File: config.mk
export PLATFORM = sky130hd
export DESIGN_NAME = chs_device_flat
export DESIGN_NICKNAME = d
export VERILOG_FILES = /design/src/core/chs_pkg.sv /design/src/core/chs_if.sv /design/src/core/chs_device.sv /design/src/flat_wrapper.sv
export SDC_FILE = /design/constraint.sdc
export NUM_CORES = 1
export LEC_CHECK = 0
export ABC_AREA = 1
export BUFFER_PORTS_ARGS = -buffer_cell sky130_fd_sc_hd__buf_4
export CORE_ASPECT_RATIO = 0.5
export CORE_MARGIN = 10
export CORE_UTILIZATION = 55
export DETAILED_ROUTE_END_ITERATION = 8
export PLACE_DENSITY = 0.8
export SYNTH_ARGS = -nofsm -noshare
export SYNTH_HDL_FRONTEND = slang
export SYNTH_SLANG_ARGS = --single-unit
File: constraint.sdc
create_clock -name CORE_CLK -period 1.8 [get_ports CORE_CLK]
set_input_delay 0.45 -clock CORE_CLK [delete_from_list [all_inputs] [get_ports CORE_CLK]]
set_output_delay 0.45 -clock CORE_CLK [all_outputs]
set_load 0.005 [all_outputs]
File: src/core/chs_pkg.sv
// Package of constants and types shared by the halt state controller ends.
package chs_pkg;
	// ==========================================================
	// Widths and reset values.
	localparam int WDT_W = 12;
	localparam logic [11:0] WDT_PRELOAD = 12'hfff;
	localparam int WDT_DIV_SLOW = 32;
	localparam int WDT_DIV_FAST = 16;
	localparam int STROBE_LOW_BASE = 1;
	localparam int STROBE_LOW_ONE_WAIT = 2;
	localparam int NOP_AFTER_INTERNAL = 1;
	localparam int NOP_AFTER_EXT_NO_WAIT = 1;
	localparam int NOP_AFTER_EXT_ONE_WAIT = 3;

	// ==========================================================
	// Controller states.
	typedef enum logic [2:0] {
		CHS_RUN,
		CHS_STOP,
		CHS_SETTLE,
		CHS_WAIT
	} chs_state_t;
endpackage : chs_pkg

File: src/core/chs_if.sv
// Interface joining the halt state controller and the system party.
`timescale 1ns/1ps
interface chs_if;
	logic stop_instruction;
	logic wait_instruction;
	logic wait_bit;
	logic wake_pending;
	logic irq_pending;
	logic ready_n;
	logic hold_n;
	logic bus_hold_acknowledge;
	logic bus_float;
	logic osc_run;
	logic cpu_run;
	logic periph_run;
	logic wdt_run;
	logic pins_frozen;
	logic ram_keep;
	logic strobe_n;
	logic clock_out;
	logic addr_latch;
	logic access_req;

	// ==========================================================
	// Device end drives status; system end drives requests and pins.
	modport dev (
		input stop_instruction, wait_instruction, wait_bit, wake_pending, irq_pending,
		input ready_n, hold_n, access_req,
		output bus_hold_acknowledge, bus_float, osc_run, cpu_run, periph_run,
		output wdt_run, pins_frozen, ram_keep, strobe_n, clock_out, addr_latch
	);
	modport sys (
		output stop_instruction, wait_instruction, wait_bit, wake_pending, irq_pending,
		output ready_n, hold_n, access_req,
		input bus_hold_acknowledge, bus_float, osc_run, cpu_run, periph_run,
		input wdt_run, pins_frozen, ram_keep, strobe_n, clock_out, addr_latch
	);
endinterface : chs_if

File: src/core/chs_device.sv
// Device end: halt state controller for stop, wait, one-wait, ready and hold.
`timescale 1ns/1ps
module chs_device (
	input wire logic CORE_CLK,
	input wire logic RSTN,
	chs_if.dev LINK,
	output logic [11:0] WDT_COUNT,
	output logic WDT_SLOW_SRC,
	output logic [1:0] STATE_CODE
);
	// ==========================================================
	// Internal state.
	chs_pkg::chs_state_t state;
	chs_pkg::chs_state_t next_state;
	logic [4:0] wdt_pre;
	logic [1:0] strobe_cnt;
	logic strobe_low;
	logic clk_div;
	logic halted;
	logic wdt_tick;
	logic [4:0] pre_limit;
	logic stop_entry;

	// ==========================================================
	// Decoders shared by the processes below.

	// True in every state in which the CPU executes no code.
	// Settle counts as halted: the oscillator runs but code must still wait.
	function automatic logic is_halted(input chs_pkg::chs_state_t s);
		return (s != chs_pkg::CHS_RUN);
	endfunction : is_halted

	// True in the states after which a hardware reset keeps memory.
	// Settle is still part of stop, so a reset during oscillator start-up keeps it too.
	function automatic logic keeps_ram(input chs_pkg::chs_state_t s);
		return (s == chs_pkg::CHS_STOP) || (s == chs_pkg::CHS_SETTLE) ||
			(s == chs_pkg::CHS_WAIT);
	endfunction : keeps_ram

	// Next watchdog count; the counter wraps to all ones while code runs.
	function automatic logic [11:0] wdt_next(input logic [11:0] count);
		return (count == 12'h000) ? chs_pkg::WDT_PRELOAD : count - 12'h001;
	endfunction : wdt_next

	// True once the strobe low phase has lasted long enough.
	// A wait bit that changes mid-access still ends the phase, never hangs it.
	function automatic logic strobe_done(input logic [1:0] cnt, input logic no_wait);
		if (no_wait) begin
			return (cnt >= 2'(chs_pkg::STROBE_LOW_BASE));
		end
		return (cnt >= 2'(chs_pkg::STROBE_LOW_ONE_WAIT));
	endfunction : strobe_done

	// ==========================================================
	// State selection. Hold and ready sit on top of the run state.
	always_comb begin
		next_state = state;
		unique case (state)
			chs_pkg::CHS_RUN: begin
				// Stop wins when both instructions arrive together.
				if (LINK.stop_instruction) begin
					next_state = chs_pkg::CHS_STOP;
				end else if (LINK.wait_instruction) begin
					next_state = chs_pkg::CHS_WAIT;
				end
			end
			chs_pkg::CHS_STOP: begin
				// Only an enabled wake source may restart the oscillator.
				if (LINK.wake_pending) begin
					next_state = chs_pkg::CHS_SETTLE;
				end
			end
			chs_pkg::CHS_SETTLE: begin
				// The preloaded counter must run out before code resumes.
				if (WDT_COUNT == '0 && wdt_tick) begin
					next_state = chs_pkg::CHS_RUN;
				end
			end
			chs_pkg::CHS_WAIT: begin
				// Any accepted interrupt ends wait; the wake filter applies to stop only.
				if (LINK.irq_pending) begin
					next_state = chs_pkg::CHS_RUN;
				end
			end
			default: next_state = chs_pkg::CHS_RUN;
		endcase
	end

	// State register; every reset returns to run.
	always_ff @(posedge CORE_CLK or negedge RSTN) begin
		if (!RSTN) begin
			state <= chs_pkg::CHS_RUN;
		end else begin
			state <= next_state;
		end
	end

	// ==========================================================
	// RAM keep flag: set only while stop, settle or wait so a reset then preserves memory.
	always_ff @(posedge CORE_CLK or negedge RSTN) begin
		if (!RSTN) begin
			LINK.ram_keep <= 1'b0;
		end else begin
			LINK.ram_keep <= keeps_ram(next_state);
		end
	end

	// ==========================================================
	// Watchdog prescaler and counter; stopped in stop and hold.
	assign pre_limit = WDT_SLOW_SRC ? 5'(chs_pkg::WDT_DIV_SLOW - 1) :
		5'(chs_pkg::WDT_DIV_FAST - 1);
	assign wdt_tick = (wdt_pre == pre_limit);
	assign LINK.wdt_run = (state != chs_pkg::CHS_STOP) && LINK.hold_n;
	// Stop entry is decoded once so the watchdog and the clock output agree on it.
	assign stop_entry = (state == chs_pkg::CHS_RUN) && (next_state == chs_pkg::CHS_STOP);

	// The preload also clears the prescaler, so the first slow tick is a full one.
	always_ff @(posedge CORE_CLK or negedge RSTN) begin
		if (!RSTN) begin
			wdt_pre <= '0;
			WDT_COUNT <= chs_pkg::WDT_PRELOAD;
			WDT_SLOW_SRC <= 1'b0;
		end else if (stop_entry) begin
			wdt_pre <= '0;
			WDT_COUNT <= chs_pkg::WDT_PRELOAD;
			WDT_SLOW_SRC <= 1'b1;
		end else if (LINK.wdt_run) begin
			wdt_pre <= wdt_tick ? 5'h00 : wdt_pre + 5'h01;
			if (wdt_tick) begin
				WDT_COUNT <= wdt_next(WDT_COUNT);
			end
		end
	end

	// ==========================================================
	// Oscillator and peripheral gating. Peripherals need the oscillator.
	assign LINK.osc_run = (state != chs_pkg::CHS_STOP);
	assign LINK.periph_run = LINK.osc_run;
	assign halted = is_halted(state);
	assign LINK.cpu_run = !halted && LINK.ready_n && LINK.hold_n;
	// The freeze covers every halted state as well as a ready stall or a hold.
	assign LINK.pins_frozen = halted || !LINK.ready_n || !LINK.hold_n;
	// Only hold floats the bus; a ready stall keeps driving the stalled access.
	assign LINK.bus_float = !LINK.hold_n;
	assign STATE_CODE = 2'(state);

	// ==========================================================
	// Clock output divider; parked low while the oscillator is stopped.
	// It is cleared on the entry edge already, so the pin is low in the first stop cycle.
	always_ff @(posedge CORE_CLK or negedge RSTN) begin
		if (!RSTN) begin
			clk_div <= 1'b0;
		end else if (!LINK.osc_run || stop_entry) begin
			clk_div <= 1'b0;
		end else begin
			clk_div <= !clk_div;
		end
	end
	assign LINK.clock_out = clk_div;

	// ==========================================================
	// Strobe generator. One-wait doubles the low phase; frozen states keep level.
	// Hold wins over the freeze so the strobe is parked high for the new master.
	always_ff @(posedge CORE_CLK or negedge RSTN) begin
		if (!RSTN) begin
			strobe_low <= 1'b0;
			strobe_cnt <= '0;
		end else if (!LINK.hold_n) begin
			strobe_low <= 1'b0;
			strobe_cnt <= '0;
		end else if (LINK.pins_frozen) begin
			strobe_low <= strobe_low;
		end else if (strobe_low) begin
			if (strobe_done(strobe_cnt, LINK.wait_bit)) begin
				strobe_low <= 1'b0;
				strobe_cnt <= '0;
			end else begin
				strobe_cnt <= strobe_cnt + 2'h1;
			end
		end else if (LINK.access_req) begin
			strobe_low <= 1'b1;
			strobe_cnt <= 2'h1;
		end
	end
	assign LINK.strobe_n = !strobe_low;

	// ==========================================================
	// Latch enable pulses at the start of an access, never during hold or a freeze.
	always_ff @(posedge CORE_CLK or negedge RSTN) begin
		if (!RSTN) begin
			LINK.addr_latch <= 1'b0;
		end else begin
			LINK.addr_latch <= LINK.hold_n && !LINK.pins_frozen &&
				LINK.access_req && !strobe_low;
		end
	end

	// ==========================================================
	// Hold acknowledge is active low: high while the bus is ours, low in hold.
	always_ff @(posedge CORE_CLK or negedge RSTN) begin
		if (!RSTN) begin
			LINK.bus_hold_acknowledge <= 1'b1;
		end else begin
			LINK.bus_hold_acknowledge <= LINK.hold_n;
		end
	end
endmodule : chs_device

File: src/flat_wrapper.sv
// flat-port wrapper written by rule: the top's interface ports become plain ports
module chs_device_flat 
  (CORE_CLK, RSTN, WDT_COUNT, WDT_SLOW_SRC, STATE_CODE, LINK_stop_instruction, LINK_wait_instruction, LINK_wait_bit, LINK_wake_pending, LINK_irq_pending, LINK_ready_n, LINK_hold_n, LINK_access_req, LINK_bus_hold_acknowledge, LINK_bus_float, LINK_osc_run, LINK_cpu_run, LINK_periph_run, LINK_wdt_run, LINK_pins_frozen, LINK_ram_keep, LINK_strobe_n, LINK_clock_out, LINK_addr_latch);
  chs_if LINK_i ();
  input wire logic CORE_CLK;
  input wire logic RSTN;
  output logic [11:0] WDT_COUNT;
  output logic WDT_SLOW_SRC;
  output logic [1:0] STATE_CODE;
  input wire logic [$bits(LINK_i.stop_instruction)-1:0] LINK_stop_instruction;
  input wire logic [$bits(LINK_i.wait_instruction)-1:0] LINK_wait_instruction;
  input wire logic [$bits(LINK_i.wait_bit)-1:0] LINK_wait_bit;
  input wire logic [$bits(LINK_i.wake_pending)-1:0] LINK_wake_pending;
  input wire logic [$bits(LINK_i.irq_pending)-1:0] LINK_irq_pending;
  input wire logic [$bits(LINK_i.ready_n)-1:0] LINK_ready_n;
  input wire logic [$bits(LINK_i.hold_n)-1:0] LINK_hold_n;
  input wire logic [$bits(LINK_i.access_req)-1:0] LINK_access_req;
  output wire logic [$bits(LINK_i.bus_hold_acknowledge)-1:0] LINK_bus_hold_acknowledge;
  output wire logic [$bits(LINK_i.bus_float)-1:0] LINK_bus_float;
  output wire logic [$bits(LINK_i.osc_run)-1:0] LINK_osc_run;
  output wire logic [$bits(LINK_i.cpu_run)-1:0] LINK_cpu_run;
  output wire logic [$bits(LINK_i.periph_run)-1:0] LINK_periph_run;
  output wire logic [$bits(LINK_i.wdt_run)-1:0] LINK_wdt_run;
  output wire logic [$bits(LINK_i.pins_frozen)-1:0] LINK_pins_frozen;
  output wire logic [$bits(LINK_i.ram_keep)-1:0] LINK_ram_keep;
  output wire logic [$bits(LINK_i.strobe_n)-1:0] LINK_strobe_n;
  output wire logic [$bits(LINK_i.clock_out)-1:0] LINK_clock_out;
  output wire logic [$bits(LINK_i.addr_latch)-1:0] LINK_addr_latch;
  assign LINK_i.stop_instruction = LINK_stop_instruction;
  assign LINK_i.wait_instruction = LINK_wait_instruction;
  assign LINK_i.wait_bit = LINK_wait_bit;
  assign LINK_i.wake_pending = LINK_wake_pending;
  assign LINK_i.irq_pending = LINK_irq_pending;
  assign LINK_i.ready_n = LINK_ready_n;
  assign LINK_i.hold_n = LINK_hold_n;
  assign LINK_i.access_req = LINK_access_req;
  assign LINK_bus_hold_acknowledge = LINK_i.bus_hold_acknowledge;
  assign LINK_bus_float = LINK_i.bus_float;
  assign LINK_osc_run = LINK_i.osc_run;
  assign LINK_cpu_run = LINK_i.cpu_run;
  assign LINK_periph_run = LINK_i.periph_run;
  assign LINK_wdt_run = LINK_i.wdt_run;
  assign LINK_pins_frozen = LINK_i.pins_frozen;
  assign LINK_ram_keep = LINK_i.ram_keep;
  assign LINK_strobe_n = LINK_i.strobe_n;
  assign LINK_clock_out = LINK_i.clock_out;
  assign LINK_addr_latch = LINK_i.addr_latch;
  chs_device u_core (.CORE_CLK(CORE_CLK), .RSTN(RSTN), .LINK(LINK_i), .WDT_COUNT(WDT_COUNT), .WDT_SLOW_SRC(WDT_SLOW_SRC), .STATE_CODE(STATE_CODE));
endmodule
* Yosys cells after proc, flatten, opt, wreduce, memory -nomap -nowiden
Index checks and enable logic that the tools add are counted.
** Storage, ports and cells
- Bits of input ports :: 10
- Output and inout bits :: 26
- Latch bits :: 0
- Word-level logic and storage cells :: 86
- Register bits :: 28
- Memories :: 0
- Bits in read-only memories :: 0
- Memory bits (writable) :: 0
** Operators by class
- Equality and inequality tests :: 10
- Multiplexer cells :: 34
- Multiply operators :: 0
- Divide/modulo/power cells :: 0
- $add $sub $neg :: 3
- Magnitude comparators :: 2
- Bitwise gates (word level) :: 0
- Reduce and logical (&&, ||, !) cells :: 27
- Shift-type cells :: 0
** Operators with widths (count)
- 12-bit 2-to-1 mux :: 4
- 5-bit 2-to-1 mux :: 4
- 1-bit 2-to-1 mux :: 15
- 3-bit 2-to-1 mux :: 5
- 3-bit by 2-bit == test with 1-bit output (second input constant) :: 4
- 12-bit zero test :: 1
- 3-bit one-hot mux with 4 select lines :: 1
- 12-bit by 1-bit subtractor with 12-bit output (second input constant) :: 1
- 2-bit 2-to-1 mux :: 5
- 1-bit logical AND :: 8
- 1-bit zero test :: 7
- 3-bit by 1-bit == test with 1-bit output (second input constant) :: 2
- 3-bit by 1-bit inequality test with 1-bit output (second input constant) :: 2
- 5-bit by 1-bit adder with 5-bit output (second input constant) :: 1
- 5-bit == test :: 1
- 1-bit logical OR :: 5
- 2-bit AND reduction :: 2
- 2-bit nonzero test :: 2
- 3-bit zero test :: 1
- 3-bit nonzero test :: 1
- 2-bit by 1-bit adder with 2-bit output (second input constant) :: 1
- 2-bit by 1-bit greater-or-equal comparator with 1-bit output (second input constant) :: 1
- 2-bit greater-or-equal comparator (second input constant) :: 1
- 2-bit inequality test (second input constant) :: 1

* Longest topological paths before layout
- Depth in word-level cells :: 13
- Gate-level depth with buffers :: 11
- Mapped depth without buffers :: 10

* Worst setup path after synthesis
OpenSTA, ideal clock, no wires.
- Path kind :: flip-flop to flip-flop
- Start :: reg u_core.WDT_COUNT[0]
- End :: reg u_core.WDT_COUNT[7]
- Data arrival time :: 1.555 ns
- Cell stages (with the launch flop) :: 11
- Buffers on the path :: 1
- Clock period less this slack :: 1.634 ns
- Data required time :: 1.720 ns
- Setup time :: 0.080 ns
- Setup slack :: 0.166 ns
- Path through :: dfstp_2 inv_1 ha_1 nand2_2 nor2_4 and2_1 clkbuf_1 nor3_1 nand2_1 nand2_2 nand2_1
** On the way
- Word-level cells in the longest chain between the ends :: 8
- Elaborated cells between the ends (all ways) :: 14
- Classes of those cells :: add/sub: 1; eq/ne: 1; mux: 6; reduce/logical: 6
** Ends and longest elaborated chain
- from (decl) :: line chs_device.sv:7 : output logic [11:0] WDT_COUNT,
- from (signal assigned) :: line chs_device.sv:121 : WDT_COUNT <= chs_pkg::WDT_PRELOAD;
- from (signal assigned) :: line chs_device.sv:125 : WDT_COUNT <= chs_pkg::WDT_PRELOAD;
- from (signal assigned) :: line chs_device.sv:130 : WDT_COUNT <= wdt_next(WDT_COUNT);
- branches (longest 8 deep; another with 12-bit by 1-bit subtractor with 12-bit output)
Several ways; the timed one is not identified. The select of a mux whose other input is x is not followed.
A chain may end at the register's enable or synchronous reset.

* Worst setup path after layout
- Start :: reg u_core.state[1]
- End :: out LINK_wdt_run
** On the way
- Word-level cells in the longest chain between the ends :: 2
** Ends and longest elaborated chain
- from (decl) :: line chs_device.sv:13 : chs_pkg::chs_state_t state;
- from (signal assigned) :: line chs_device.sv:92 : state <= chs_pkg::CHS_RUN;
- from (signal assigned) :: line chs_device.sv:94 : state <= next_state;
- 3-bit by 1-bit inequality test with 1-bit output :: line chs_device.sv:113 : assign LINK.wdt_run = (state != chs_pkg::CHS_STOP) && LINK.hold_n;
- 1-bit logical AND :: line chs_device.sv:113
- to (decl) :: line flat_wrapper.sv:23 : output wire logic [$bits(LINK_i.wdt_run)-1:0] LINK_wdt_run;
Every way passes these cells.

==> flow_metrics.py <==
metrics = {
    "sta": {
        "hold-worst-slack_ns": 0.0690,
        "final_max_slew_viol_count": 0,
        "max_freq_mhz": 556,
        "hold_violations": 0,
        "finClkSkew_ns": 0.00567,
        "rsz0062_at_grt": "yes",
        "setup_viol": 0,
        "period_needed_ns": 1.80,
        "fin_crit_sh": 0.998,
        "finalSetupTns_ns": 0,
    },
    "synthesis": {
        "synth_cell_types": 34,
        "synth_fp_nets": 253,
        "synthCells": 238,
        "synth_top_area_frac": 0.204,
        "syn_avg_cell_area_um2": 7.72,
        "synthArstFlopShare": 1.00,
        "seq_area_frac_synth": 0.390,
        "synthMuxAreaShare": 0,
        "synth_xor_area_frac": 0.0381,
        "ys_top_cells_by_count": "nand2_1, nor2_1, inv_1",
        "ys_ff_latch": 28,
        "synth_area_leaders": "dfrtp_1, dfstp_2, nand2_1",
        "netlist_area_mm2": 0.00184,
        "synthAdderAreaFrac": 0.0340,
        "synth_most_common_cell": "nand2_1",
        "synth_top_area_cell": "dfrtp_1",
        "synth-warning-count": 0,
        "synth_edf_count": 0,
        "synth_compound_area_frac": 0.0817,
        "synth_simple_gate_area_frac": 0.344,
        "synth_top_family_by_area": "simple AND/OR/NAND/NOR gates",
        "synth_flop_cell": "dfrtp_1",
    },
    "finish": {
        "regArea_um2": 718,
        "fin_nets": 293,
        "layout-drive-gt1-share": 0.332,
        "nFillCells": 263,
        "synthToLayoutAreaGrowth_pct": 20.6,
        "multi_input_area_um2": 936,
        "diodes": 0,
    },
    "routing": {
        "wire_per_inst_um": 13.4,
        "drc_errors": 0,
        "vias": 1649,
        "initialDrtViolationCount": 79,
        "drtPass1Iterations": 4,
        "wirelength_mm": 4.24,
        "avgViaCountPerCell": 5.20,
        "antenna_left": 0,
    },
    "critical_path": {
        "crit_type": "reg -> out",
        "cp.required_ns": 1.35,
        "critical_path_peak_fanout": 7,
        "startpoint_type": "register",
        "cp-end-kind": "primary output",
        "cp_data_arrival_time_ns": 1.35,
    },
    "place": {
        "portBuffers": 35,
        "hpwlAfterDp_mm": 3.13,
        "gp_congestion": 0.869,
    },
    "status": {
        "status": "completed",
    },
    "global_routing": {
        "antenna_found_initial": 0,
        "grt_pass1_vias": 1516,
        "grt_max_degree": 29,
        "gr-total-overflow": 0,
        "grt_first_pass_wirelength_mm": 7.00,
        "grt_usage": 0.141,
    },
    "floorplanning": {
        "chipHeight_um": 60.9,
        "ios": 36,
        "rows": 14,
        "die_w_um": 102,
        "coreArea_mm2": 0.00310,
        "initial_utilization": 0.593,
        "die_area_mm2": 0.00619,
    },
    "clock_tree": {
        "cts_sinks": 28,
        "clkLatencyLatePin_ns": 0.28,
        "clk_pin_slew_ns": 0.10,
        "cts_hold_buf": 0,
        "htree_levels": 1,
        "cts_root_buffer": "clkbuf_8",
        "cts_inserted_buffers": 3,
        "cts_tree": "built",
        "clockBufferDepth": 2,
    },
    "pwr": {
        "vdd_drop_max_mv": 0.545,
        "p_total_mw": 3.30,
        "p_leak_nw": 1.12,
        "power.density_mw_per_mm2": 1490,
    },
    "hold_path": {
        "hp-class": "in -> async",
    },
    "run": {
        "cap_violations": 0,
    },
}
-- through the flow --
stage                     std cells  setup WS [ns]  utilization  instance area, um^2
after floorplan                 238          0.166            -                 1840
after global placement          309          0.156        0.685                 2120
after detailed placement        309         0.0963        0.685                 2120
after CTS                       313       -0.00715        0.701                 2170
after global routing            317        -0.0641        0.715                 2220
final                           317        0.00284        0.715                 2220
-- cells by family (layout without fill, tap and decap cells) --
kind of cell,after synthesis,count (layout)
and+or+nand+nor,135,135
buffers and inverters,41,79
DFF,28,28
AOI/OAI and AO/OA,20,21
xor gates and xnor gates,8,8
adders and majority gates,5,5
other,1,1
-- where the power goes --
| part | total, mW | switching [mW] | internal (mW) |
|---|---|---|---|
| clock | 0.364 | 0.210 | 0.154 |
| combinational | 1.72 | 0.904 | 0.815 |
| sequential | 1.22 | 0.263 | 0.954 |
| total | 3.30 | 1.38 | 1.92 |
-- layout make-up --
| type | count | area share |
|---|---|---|
| timing repair buffer | 44 | 0.158 |
| sequential | 28 | 0.324 |
| tap | 40 | 0.0226 |
| multi-input combinational | 170 | 0.422 |
| inverter | 31 | 0.0525 |
| clock inverter | 1 | 0.00169 |
| clock buffer | 3 | 0.0186 |
-- sequential cells by signal, summed over array words and instances (netlist names) --
name                              flops
u_core.WDT_SLOW_SRC                   1
u_core.state                          3
u_core.LINK.ram_keep                  1
u_core.strobe_low                     1
u_core.LINK.bus_hold_acknowledge      1
u_core.WDT_COUNT                     12
u_core.strobe_cnt                     2
u_core.wdt_pre                        5
u_core.LINK.clock_out                 1
u_core.LINK.addr_latch                1
-- per-layer routing --
metal	up-vias	routed length [um]	GRT usage
met5	-	0	0
met4	0	36	0.0444
met3	2	287	0.0499
met2	40	2010	0.243
met1	778	1910	0.164
li1	829	-	-
-- cell usage in the layout (no fill, tap or decap), types with 2 or more instances in the layout --
| master | netlist | final |
|---|---|---|
| nand2_1 | 58 | 57 |
| buf_4 | 4 | 41 |
| nor2_1 | 30 | 29 |
| inv_1 | 28 | 26 |
| nand3_1 | 15 | 15 |
| dfrtp_1 | 15 | 14 |
| o211ai_1 | 13 | 13 |
| dfstp_2 | 13 | 13 |
| nand2_2 | 11 | 12 |
| nor3_1 | 6 | 6 |
| nor2_2 | 4 | 5 |
| inv_2 | 3 | 5 |
| xnor2_1 | 5 | 5 |
| ha_1 | 5 | 4 |
| nand4_1 | 3 | 3 |
| xor2_1 | 3 | 3 |
| clkbuf_8 | 0 | 3 |
| nor2_4 | 2 | 2 |
| o21ai_0 | 2 | 2 |
| buf_6 | 2 | 2 |
-- worst paths after layout --
check,from,end,slack (ns),cells after the start
worst max-delay path,u_core.state[1],LINK_wdt_run,0.003,3
worst min-delay path,RSTN,u_core.state[2],0.07,1
worst max register to register,u_core.wdt_pre[0],u_core.WDT_COUNT[4],0.13,10
worst min register to register,u_core.WDT_COUNT[10],u_core.WDT_COUNT[10],0.52,2
max in group asynchronous,RSTN,u_core.WDT_COUNT[10],1.42,1
min in group CORE_CLK,LINK_hold_n,u_core.LINK.bus_hold_acknowledge,0.30,1
-- worst max-delay path: stages (launching register included) --
cell and delay, ns:
dfrtp_2 0.46, nor3_2 0.31, nor2_2 0.14, buf_4 0.16
-- what timing repair did --
action                     4_1_cts  5_1_grt
buffers inserted                 0        3
resized for setup                3        5
gates cloned                     0        1
setup endpoints to repair        5       10
pin swaps                        0        4
(Power assumes the default switching activity.)
